[config.mk]
export PLATFORM = sky130hd
export DESIGN_NAME = dcel_top
export DESIGN_NICKNAME = d
export VERILOG_FILES = /design/src/hdl/dcel_pkg.sv /design/src/hdl/dcel_top.sv
export SDC_FILE = /design/constraint.sdc
export NUM_CORES = 1
export LEC_CHECK = 0
export ABC_CLOCK_PERIOD_IN_PS = 3400
export BUFFER_PORTS_ARGS = -buffer_cell sky130_fd_sc_hd__buf_2
export CAP_MARGIN = 20
export CORE_MARGIN = 2
export CORE_UTILIZATION = 57
export CTS_CLUSTER_SIZE = 24
export DETAILED_ROUTE_END_ITERATION = 8
export GPL_TIMING_DRIVEN = 0
export PLACE_DENSITY = 0.95
export SLEW_MARGIN = 5
export SYNTH_ARGS = -nofsm -noshare
export SYNTH_HDL_FRONTEND = slang
export SYNTH_SLANG_ARGS = --single-unit
[constraint.sdc]
create_clock -name clk -period 3.4 [get_ports clk]
set_input_delay 0.68 -clock clk [delete_from_list [all_inputs] [get_ports clk]]
set_output_delay 0.68 -clock clk [all_outputs]
set_load 0.05 [all_outputs]
[src/hdl/dcel_pkg.sv]
//////////////////////////////////////////////////////////////////////////////
// Purpose: Shared constants and carriers of the dual comparator event logic
// Assumes: Byte addresses on a 32-bit Avalon-MM slave, data in low byte
// Notes:   Configuration byte layout is common to both comparators
//////////////////////////////////////////////////////////////////////////////
package dcel_pkg;
    // Number of comparators
    localparam int NUM_CMP = 2;

    // Register byte offsets
    localparam logic [4:0] OFS_CFG0 = 5'h00;
    localparam logic [4:0] CFG_STRIDE = 5'h04;
    localparam logic [4:0] OFS_APC = 5'h08;
    localparam logic [4:0] OFS_STAT = 5'h0C;
    localparam logic [4:0] OFS_MASK = 5'h10;

    // Configuration register fields
    localparam int CFG_EN = 0;
    localparam int CFG_POS = 1;
    localparam int CFG_NEG = 2;
    localparam int CFG_OUT = 3;
    localparam int CFG_FLAG = 4;
    localparam int CFG_RES = 5;
    localparam int CFG_SETTLED = 6;

    // Auxiliary power control field
    localparam int APC_CMP_OFF = 5;

    // Reset values
    localparam logic [3:0] CFG_RST = 4'h0;
    localparam logic [7:0] APC_RST = 8'h00;
    localparam logic [1:0] MASK_RST = 2'h0;
    localparam logic [31:0] RDATA_RST = 32'h0000_0000;

    // Settling time after enable, and its count at the core clock
    localparam int SETTLE_US = 10;
    localparam int CLK_MHZ = 125;
    localparam int SETTLE_CYC = SETTLE_US * CLK_MHZ;

    // Software view of one comparator's setup
    typedef struct packed {
        logic out_en;   // Route result to its pin
        logic neg_ref;  // Negative input from internal reference
        logic pos_sel;  // Which of two positive input pins
        logic enable;   // Comparator switched on
    } dcel_cfg_s;

    // Controls toward one analog comparator
    typedef struct packed {
        logic power;    // Effective enable
        logic pos_sel;  // Positive input select
        logic neg_ref;  // Negative input select
    } dcel_ana_s;
endpackage : dcel_pkg

[src/hdl/dcel_top.sv]
//////////////////////////////////////////////////////////////////////////////
// Purpose: Control, change flags and interrupt of two analog comparators
// Assumes: Raw results arrive asynchronously; power mode from same clock
// Notes:   Registers on Avalon-MM, one wait state per access
//////////////////////////////////////////////////////////////////////////////
// Summary of operation
// - Result one when positive above negative input
// - Positive from two pins, negative pin or reference
// - Result readable and routable to a pin
// - Reference serves when single input pin used
// - Change flag sits in own configuration register
// - Any result change sets the change flag
// - Flag polled, or interrupts when enabled
// - One shared interrupt, flags identify source
// - Disabled comparator result forced high
// - Forced rise counts as change, sets flag
// - Runs in idle, off in total power-down
// - Enabled change raises interrupt and wakes
// - Power control bit five disables comparators
module dcel_top
    import dcel_pkg::*;
#(
    parameter int SETTLE_CYCLES = SETTLE_CYC
)(
    input wire logic clk,                              // Core clock
    input wire logic reset,                            // Sync reset, high
    input wire logic ce,                               // Clock enable
    input wire logic [4:0] avs_address,                // Byte address
    input wire logic avs_read,                         // Read request
    input wire logic avs_write,                        // Write request
    input wire logic [31:0] avs_writedata,             // Write data
    input wire logic [3:0] avs_byteenable,             // Byte lanes
    output logic [31:0] avs_readdata,                  // Read data
    output logic avs_waitrequest,                      // Stall
    input wire logic [NUM_CMP-1:0] raw_result,         // Analog outputs
    input wire logic total_powerdown,                  // Deep sleep mode
    output dcel_ana_s [NUM_CMP-1:0] ana_ctrl,          // Analog controls
    output logic ref_enable,                           // Reference on
    output logic [NUM_CMP-1:0] comparator_result_out,  // Result pins
    output logic irq                                   // Interrupt, wake
);

    //////////////////////////////////////////////////////////////////////////
    // Register state
    dcel_cfg_s cfg [NUM_CMP];
    logic [7:0] aux_power_control;
    logic [NUM_CMP-1:0] int_mask;
    logic [NUM_CMP-1:0] comparator_change_flag;
    logic [NUM_CMP-1:0] result_q;
    logic [NUM_CMP-1:0] prev_q;
    logic [NUM_CMP-1:0] settled;
    logic [NUM_CMP-1:0] eff_en;
    logic [NUM_CMP-1:0] use_ref;
    logic [NUM_CMP-1:0] changed;
    logic wr_take;
    logic [7:0] wbyte;
    logic [31:0] next_readdata;

    // Write lands only at the edge after the wait state, where waitrequest is sampled low
    assign wr_take = ce & avs_write & ~avs_waitrequest & avs_byteenable[0];
    assign wbyte = avs_writedata[7:0];

    //////////////////////////////////////////////////////////////////////////
    // Bus handshake: exactly one wait state on every access
    always_ff @(posedge clk) begin
        if (reset) begin
            avs_waitrequest <= 1'b1;
        end else if (ce) begin
            avs_waitrequest <= ~((avs_read | avs_write) & avs_waitrequest);
        end
    end

    // Read data captured in the wait state, stable at the sampling edge
    always_ff @(posedge clk) begin
        if (reset) begin
            avs_readdata <= RDATA_RST;
        end else if (ce && avs_read && avs_waitrequest) begin
            avs_readdata <= next_readdata;
        end
    end

    //////////////////////////////////////////////////////////////////////////
    // Global controls
    always_ff @(posedge clk) begin
        if (reset) begin
            aux_power_control <= APC_RST;
        end else if (wr_take && avs_address == OFS_APC) begin
            aux_power_control <= wbyte;
        end
    end

    // Mask doubles as the per-comparator interrupt enable
    always_ff @(posedge clk) begin
        if (reset) begin
            int_mask <= MASK_RST;
        end else if (wr_take && avs_address == OFS_MASK) begin
            int_mask <= wbyte[NUM_CMP-1:0];
        end
    end

    //////////////////////////////////////////////////////////////////////////
    // Per-comparator logic
    for (genvar i = 0; i < NUM_CMP; i++) begin : g_cmp
        localparam logic [4:0] MY_OFS = OFS_CFG0 + 5'(i) * CFG_STRIDE;
        localparam int CW = $clog2(SETTLE_CYCLES + 1);
        logic s1, s2, s3, filt;
        logic clr;
        logic [CW-1:0] settle_cnt;

        // Off by enable bit clear, disable bit or total power-down, never by idle modes
        assign eff_en[i] = cfg[i].enable & ~aux_power_control[APC_CMP_OFF]
                           & ~total_powerdown;
        assign use_ref[i] = eff_en[i] & cfg[i].neg_ref;
        assign changed[i] = result_q[i] ^ prev_q[i];

        // Software clears by zero in config or one in status
        assign clr = wr_take & (((avs_address == MY_OFS) & ~wbyte[CFG_FLAG])
                     | ((avs_address == OFS_STAT) & wbyte[i]));

        // Setup written from the config byte
        always_ff @(posedge clk) begin
            if (reset) begin
                cfg[i] <= dcel_cfg_s'(CFG_RST);
            end else if (wr_take && avs_address == MY_OFS) begin
                cfg[i] <= dcel_cfg_s'(wbyte[CFG_OUT:CFG_EN]);
            end
        end

        // Three-stage sync; value moves only when stages two and three agree
        always_ff @(posedge clk) begin
            if (reset) begin
                s1 <= 1'b1;
                s2 <= 1'b1;
                s3 <= 1'b1;
                filt <= 1'b1;
            end else if (ce) begin
                s1 <= raw_result[i];
                s2 <= s1;
                s3 <= s2;
                if (s2 == s3) begin
                    filt <= s3;
                end
            end
        end

        // Result follows analog decision while on, held high while off
        always_ff @(posedge clk) begin
            if (reset) begin
                result_q[i] <= 1'b1;
                prev_q[i] <= 1'b1;
            end else if (ce) begin
                result_q[i] <= eff_en[i] ? filt : 1'b1;
                prev_q[i] <= result_q[i];
            end
        end

        // Sticky flag; forced rise on disable counts as a change too
        always_ff @(posedge clk) begin
            if (reset) begin
                comparator_change_flag[i] <= 1'b0;
            end else if (ce) begin
                if (changed[i]) begin
                    comparator_change_flag[i] <= 1'b1;
                end else if (clr) begin
                    comparator_change_flag[i] <= 1'b0;
                end
            end
        end

        // Settling timer so software can poll instead of timing 10 us
        always_ff @(posedge clk) begin
            if (reset) begin
                settle_cnt <= '0;
                settled[i] <= 1'b0;
            end else if (ce) begin
                if (!eff_en[i]) begin
                    settle_cnt <= '0;
                    settled[i] <= 1'b0;
                end else if (settle_cnt == CW'(SETTLE_CYCLES - 1)) begin
                    settled[i] <= 1'b1;
                end else begin
                    settle_cnt <= settle_cnt + 1'b1;
                end
            end
        end

        // Analog side controls and pin routing, registered
        always_ff @(posedge clk) begin
            if (reset) begin
                ana_ctrl[i] <= '0;
                comparator_result_out[i] <= 1'b1;
            end else if (ce) begin
                ana_ctrl[i].power <= eff_en[i];
                ana_ctrl[i].pos_sel <= cfg[i].pos_sel;
                ana_ctrl[i].neg_ref <= cfg[i].neg_ref;
                comparator_result_out[i] <= result_q[i] | ~cfg[i].out_en;
            end
        end

        a_forced_high: assert property (@(posedge clk) disable iff (reset)
            ce && !eff_en[i] |=> result_q[i])
            else $error("disabled comparator result not high");

        a_flag_sets: assert property (@(posedge clk) disable iff (reset)
            ce && (result_q[i] != prev_q[i]) |=> comparator_change_flag[i])
            else $error("change did not set flag");

        a_set_wins: assert property (@(posedge clk) disable iff (reset)
            ce && changed[i] && clr |=> comparator_change_flag[i])
            else $error("clear beat a simultaneous set");

        a_flag_sticky: assert property (@(posedge clk) disable iff (reset)
            comparator_change_flag[i] && !(ce && clr) |=> comparator_change_flag[i])
            else $error("flag dropped without a clear");

        a_disable_chain: assert property (@(posedge clk) disable iff (reset)
            ce && !result_q[i] && !eff_en[i] ##1 ce [*2] |=> comparator_change_flag[i])
            else $error("forced rise did not flag");

        a_pin_route: assert property (@(posedge clk) disable iff (reset)
            ce |=> comparator_result_out[i] == $past(result_q[i] | ~cfg[i].out_en))
            else $error("result pin wrong");

        a_tpd_off: assert property (@(posedge clk) disable iff (reset)
            ce && total_powerdown |=> !ana_ctrl[i].power)
            else $error("comparator powered in total power-down");

        a_apc_off: assert property (@(posedge clk) disable iff (reset)
            ce && aux_power_control[APC_CMP_OFF] |=> result_q[i])
            else $error("disable bit did not force result high");

        // Freeze, clear and settle timer checks
        a_ce_freeze: assert property (@(posedge clk) disable iff (reset)
            !ce |=> $stable(comparator_change_flag[i]))
            else $error("flag moved while clock enable low");

        a_flag_clears: assert property (@(posedge clk) disable iff (reset)
            ce && clr && !changed[i] |=> !comparator_change_flag[i])
            else $error("software clear did not drop flag");

        a_settle_reset: assert property (@(posedge clk) disable iff (reset)
            ce && !eff_en[i] |=> !settled[i])
            else $error("settled bit high while comparator off");
    end

    //////////////////////////////////////////////////////////////////////////
    // Shared interrupt; level also serves as wake request from sleep
    always_ff @(posedge clk) begin
        if (reset) begin
            irq <= 1'b0;
            ref_enable <= 1'b0;
        end else if (ce) begin
            irq <= |(comparator_change_flag & int_mask);
            ref_enable <= |use_ref;
        end
    end

    // Read view; flags appear in config and in the shared status word
    always_comb begin
        next_readdata = '0;
        for (int k = 0; k < NUM_CMP; k++) begin
            if (avs_address == OFS_CFG0 + 5'(k) * CFG_STRIDE) begin
                next_readdata[CFG_OUT:CFG_EN] = cfg[k];
                next_readdata[CFG_FLAG] = comparator_change_flag[k];
                next_readdata[CFG_RES] = result_q[k];
                next_readdata[CFG_SETTLED] = settled[k];
            end
        end
        case (avs_address)
            OFS_APC: next_readdata[7:0] = aux_power_control;
            OFS_STAT: next_readdata[NUM_CMP-1:0] = comparator_change_flag;
            OFS_MASK: next_readdata[NUM_CMP-1:0] = int_mask;
            default: ;
        endcase
    end

    //////////////////////////////////////////////////////////////////////////
    // Checks on shared outputs and the mask register
    a_irq_level: assert property (@(posedge clk) disable iff (reset)
        ce |=> irq == $past(|(comparator_change_flag & int_mask)))
        else $error("interrupt does not follow masked flags");

    a_ref_enable: assert property (@(posedge clk) disable iff (reset)
        ce |=> ref_enable == $past(|use_ref))
        else $error("reference enable wrong");

    a_one_wait: assert property (@(posedge clk) disable iff (reset)
        ce && (avs_read || avs_write) && avs_waitrequest |=> !avs_waitrequest)
        else $error("access not answered after one wait state");

    a_read_hold: assert property (@(posedge clk) disable iff (reset)
        !avs_read |=> $stable(avs_readdata))
        else $error("read data changed without a read");

    a_mask_write: assert property (@(posedge clk) disable iff (reset)
        wr_take && avs_address == OFS_MASK |=> int_mask == $past(wbyte[NUM_CMP-1:0]))
        else $error("mask write did not land");

endmodule : dcel_top

======== After elaboration in Yosys (flattened, before gate mapping) ========
Memories as Yosys holds them, arrays and structs flattened.
Cells that the tools add are included.
cells by class
  reductions and logical operators ........ 19
  bitwise logic cells ..................... 33
  mux-type cells .......................... 28
  equal/unequal tests ..................... 12
  $add $sub $neg .......................... 2
operator list
  cell                   number
  $mux 11                4
  $add 11x1->11 const B  2
  $eq 11x11->1 const B   2
  $mux 1                 18
  $and 1x1->1            16
  $reduce_and 2->1       8
  $mux 7                 2
  $eq 5x4->1 const B     2
  $mux 4                 2
  $not 1->1              7
  $or 1x1->1             7
  $logic_and 1x1->1      6
  $mux 6                 1
  $pmux 2 s3             1
  $eq 5x3->1 const B     1
  $eq 5x5->1 const B     1
  $logic_not 5->1        1
  $ne 2x1->1 const B     2
  $ne 2x2->1 const B     2
  $reduce_bool 2->1      2
  $reduce_or 2->1        2
  $and 2x2->2            1
  $eq 1x1->1             2
  $xor 1x1->1            2
storage, ports and cells
  RAM bits ................................ 8
  word-level logic and storage cells ...... 127
  memories kept ........................... 1
  bits in registers ....................... 67
  output and inout bits ................... 43
memories
  memory  words  width  rd ports  clocked after memory_dff  write ports  line            RTL
  cfg     2      4      2         0                         2            dcel_top.sv:45  dcel_cfg_s cfg [NUM_CMP];

======== Logic depth before layout (Yosys ltp) ========
  depth after elaboration ................. 8
  gate-level depth with buffers ........... 6

======== Worst setup path after synthesis ========
OpenSTA, ideal clock, no wires.
  path type ............................... input to register
  start point ............................. in avs_address[4]
  end point ............................... mem cfg[1][0] (netlist bit), enable pin
  setup slack ............................. 1248 ps
  data arrival time ....................... 1780 ps
  library setup time ...................... 373 ps
  path buffers ............................ 1
  data required time ...................... 3027 ps
  cell stages on the path ................. 3
  cell sequence ........................... or4b_1 -> buf_4 -> o31ai_1
RTL lines
  item             line            RTL
  start, declared  dcel_top.sv:28  input wire logic [4:0] avs_address,
  end, declared    dcel_top.sv:45

==> results.ini <==
[synthesis]
synth.area.top_cells=dfxtp_1 38%, mux2i_1 7.6%, edfxtp_1 6.8%
synth_cell_types=50
synth_edf_count=8
yosys.area.top_type_share=0.379
netlist_area_mm2=0.00354
syn_avg_cell_area_um2=9.20
yosysWarnings=0
synthCells=385
async_flop_share=0
synth_seq_cells=75
synth_ff_type=dfxtp_1
synth-seq-area-share=0.446
yosys.area.top_type=dfxtp_1

[power]
peakVddDrop_uv=263
power_leakage_nw=1.72
power_density_mw_per_mm2=464
p_total_w=0.00192

[die]
rows=28
coreArea_mm2=0.00596
boundaryPins=92
die_w_um=82.8
die_h_um=82.8
die_area_mm2=0.00686
initial_core_util=0.595

[setup_path]
crit_required_ns=3.39
cpLargestDelayFamily=compound AO/OA/AOI/OAI gates
path_class=primary input to flip-flop
path_cells=buf_2 > buf_2 > nand4b_1 > o31ai_1
cp-end-kind=flip-flop
worst-path-buf-inv=2
slowest_delay_ns=0.66
cpMaxStageDelayCell=o31ai_1
cp_common_cell=buf_2
worst_setup_path_start_kind=primary input
cp_max_fo=10
critPathArrivalTime_ns=2.05
r2r_slack_ns=1.66

[grt]
grt_first_pass_wirelength_mm=13.9
grt_pass1_vias=2955
antenna_found_initial=0
grt_util_all_layers=0.249
grt_overflow=0
grt_max_degree=13

[detailed_routing]
vias_per_cell=5.63
vias=3028
antenna_left=0
wl_mm=8.52
route.detailed.drc=0
drt_iter0_drc=299
wl_per_cell_um=15.8
firstDrtPassIters=5

[sta]
fin_tns_setup_ns=0
final_hold_viol_count=0
period_share=0.608
setup_viol=0
fmax_ghz=0.484
skew_ns=0.00821
period_minus_slack_ns=2.07
grt_setup_unrepaired=no
worst-slew-pin-transition_ns=0.663
slew_viol_final=0
slew_headroom=0.555

[finish]
finalNetCount=511
multi_input_area_mm2=0.00176
nFillCells=441
antenna_cells=0
drive_gt1_frac=0.210
final_common_cell=dfxtp_1
syn2layout_area_growth_pct=16.9
register_area_mm2=0.00158
mostFrequentLayoutCells=67 x dfxtp_1, 47 x buf_2, 43 x nor2_1

[clock_network]
cts.reportedPaths.clkPinSlew_ns=0.07
root_buffer=clkbuf_8
htreeDepth=3
cts_hold_buf=0
cts_tree=done
clock_latency_ns=0.36
clk_path_buf_depth=2
postCtsSetupRepairBufs=0
cts.sinks=75
cts_inserted_buffers=9
post_cts_resized=0

[min_path]
min_path_type=flip-flop to flip-flop

[flow_run]
maxCapViolCount=0

[placed_design]
hpwl_mm=5.93
routabilityCongestion=0.950
io_buffers=39

[outcome]
outcome=completed

[through the flow]
step	hold WS (ns)	setup slack (ns)	area, µm²	utilization	std cells
3_3_place_gp	0.439	0.949	3920	0.658	522
4_1_cts	0.465	1.35	4140	0.695	538
3_5_place_dp	0.447	0.976	3920	0.658	522
6_report	0.459	1.33	4140	0.695	538
2_1_floorplan	0.430	1.25	3630	-	408
5_1_grt	0.492	1.24	4140	0.695	538
[area by class of cell]
| type | instances | share of cell area |
|---|---|---|
| multi-input combinational | 283 | 0.424 |
| sequential | 75 | 0.382 |
| buffer | 41 | 0.0623 |
| timing repair buffer | 39 | 0.0471 |
| clock buffer | 13 | 0.0435 |
| tap | 75 | 0.0227 |
| clock inverter | 3 | 0.0103 |
| inverter | 9 | 0.00816 |
[worst min-delay path, stage by stage (launching register included)]
cell and delay (ns):
dfxtp_1 0.32, nor2_1 0.04, nor2_1 0.06
[kinds of logic after synthesis]
logic type	after synthesis	share of synthesized area
simple gates	140	0.218
mux	29	0.0827
compound gates	71	0.118
flops	75	0.446
buf+inv	50	0.0823
xor+xnor	15	0.0371
fa+ha+maj	4	0.0141
other cells	1	0.00106
[sequential cells by signal, indices dropped and copies added, names as in the netlist, 6 cells and up]
register / flops
aux_power_control: 8
g_cmp.settle_cnt: 22
avs_readdata: 8
ana_ctrl: 6
cfg: 8
[layer usage]
metal	track usage	up-vias	routed length [µm]
li1	-	1452	-
met1	0.301	1431	3480
met2	0.423	124	4260
met3	0.0398	21	562
met4	0.134	0	219
met5	0	-	0
[synth_stat cells (3+ instances only)]
master / count
a21oi_1: 30
a221oi_1: 4
and2_1: 10
buf_2: 8
buf_4: 25
clkbuf_1: 8
dfxtp_1: 67
edfxtp_1: 8
ha_1: 4
inv_1: 9
mux2i_1: 27
nand2_1: 25
nand2b_1: 3
nand3_1: 6
nand4_1: 8
nand4b_1: 3
nor2_1: 43
nor3_1: 10
nor4_1: 5
o21ai_0: 18
o21ai_1: 7
o31ai_1: 3
or3_1: 6
xnor2_1: 8
xor2_1: 7
[where the power goes]
group	switching, W	internal, W
Clock	0.000325	0.000423
Sequential	0.0000154	0.000914
Combinational	0.000177	0.0000672
Total	0.000517	0.00140
[worst paths after layout]
| check | from | end | cells after the start |
|---|---|---|---|
| min | ana_ctrl[2]$_SDFFE_PP0P_ | ana_ctrl[2]$_SDFFE_PP0P_ | 2 |
| min reg2reg | ana_ctrl[2]$_SDFFE_PP0P_ | ana_ctrl[2]$_SDFFE_PP0P_ | 2 |
| max | ce | cfg[1][1]$_SDFFCE_PN0P_ | 4 |
| max reg2reg | avs_waitrequest$_SDFFE_PP1P_ | cfg[1][1]$_SDFFCE_PN0P_ | 2 |
No activity file was read; power rests on OpenSTA's default activity.
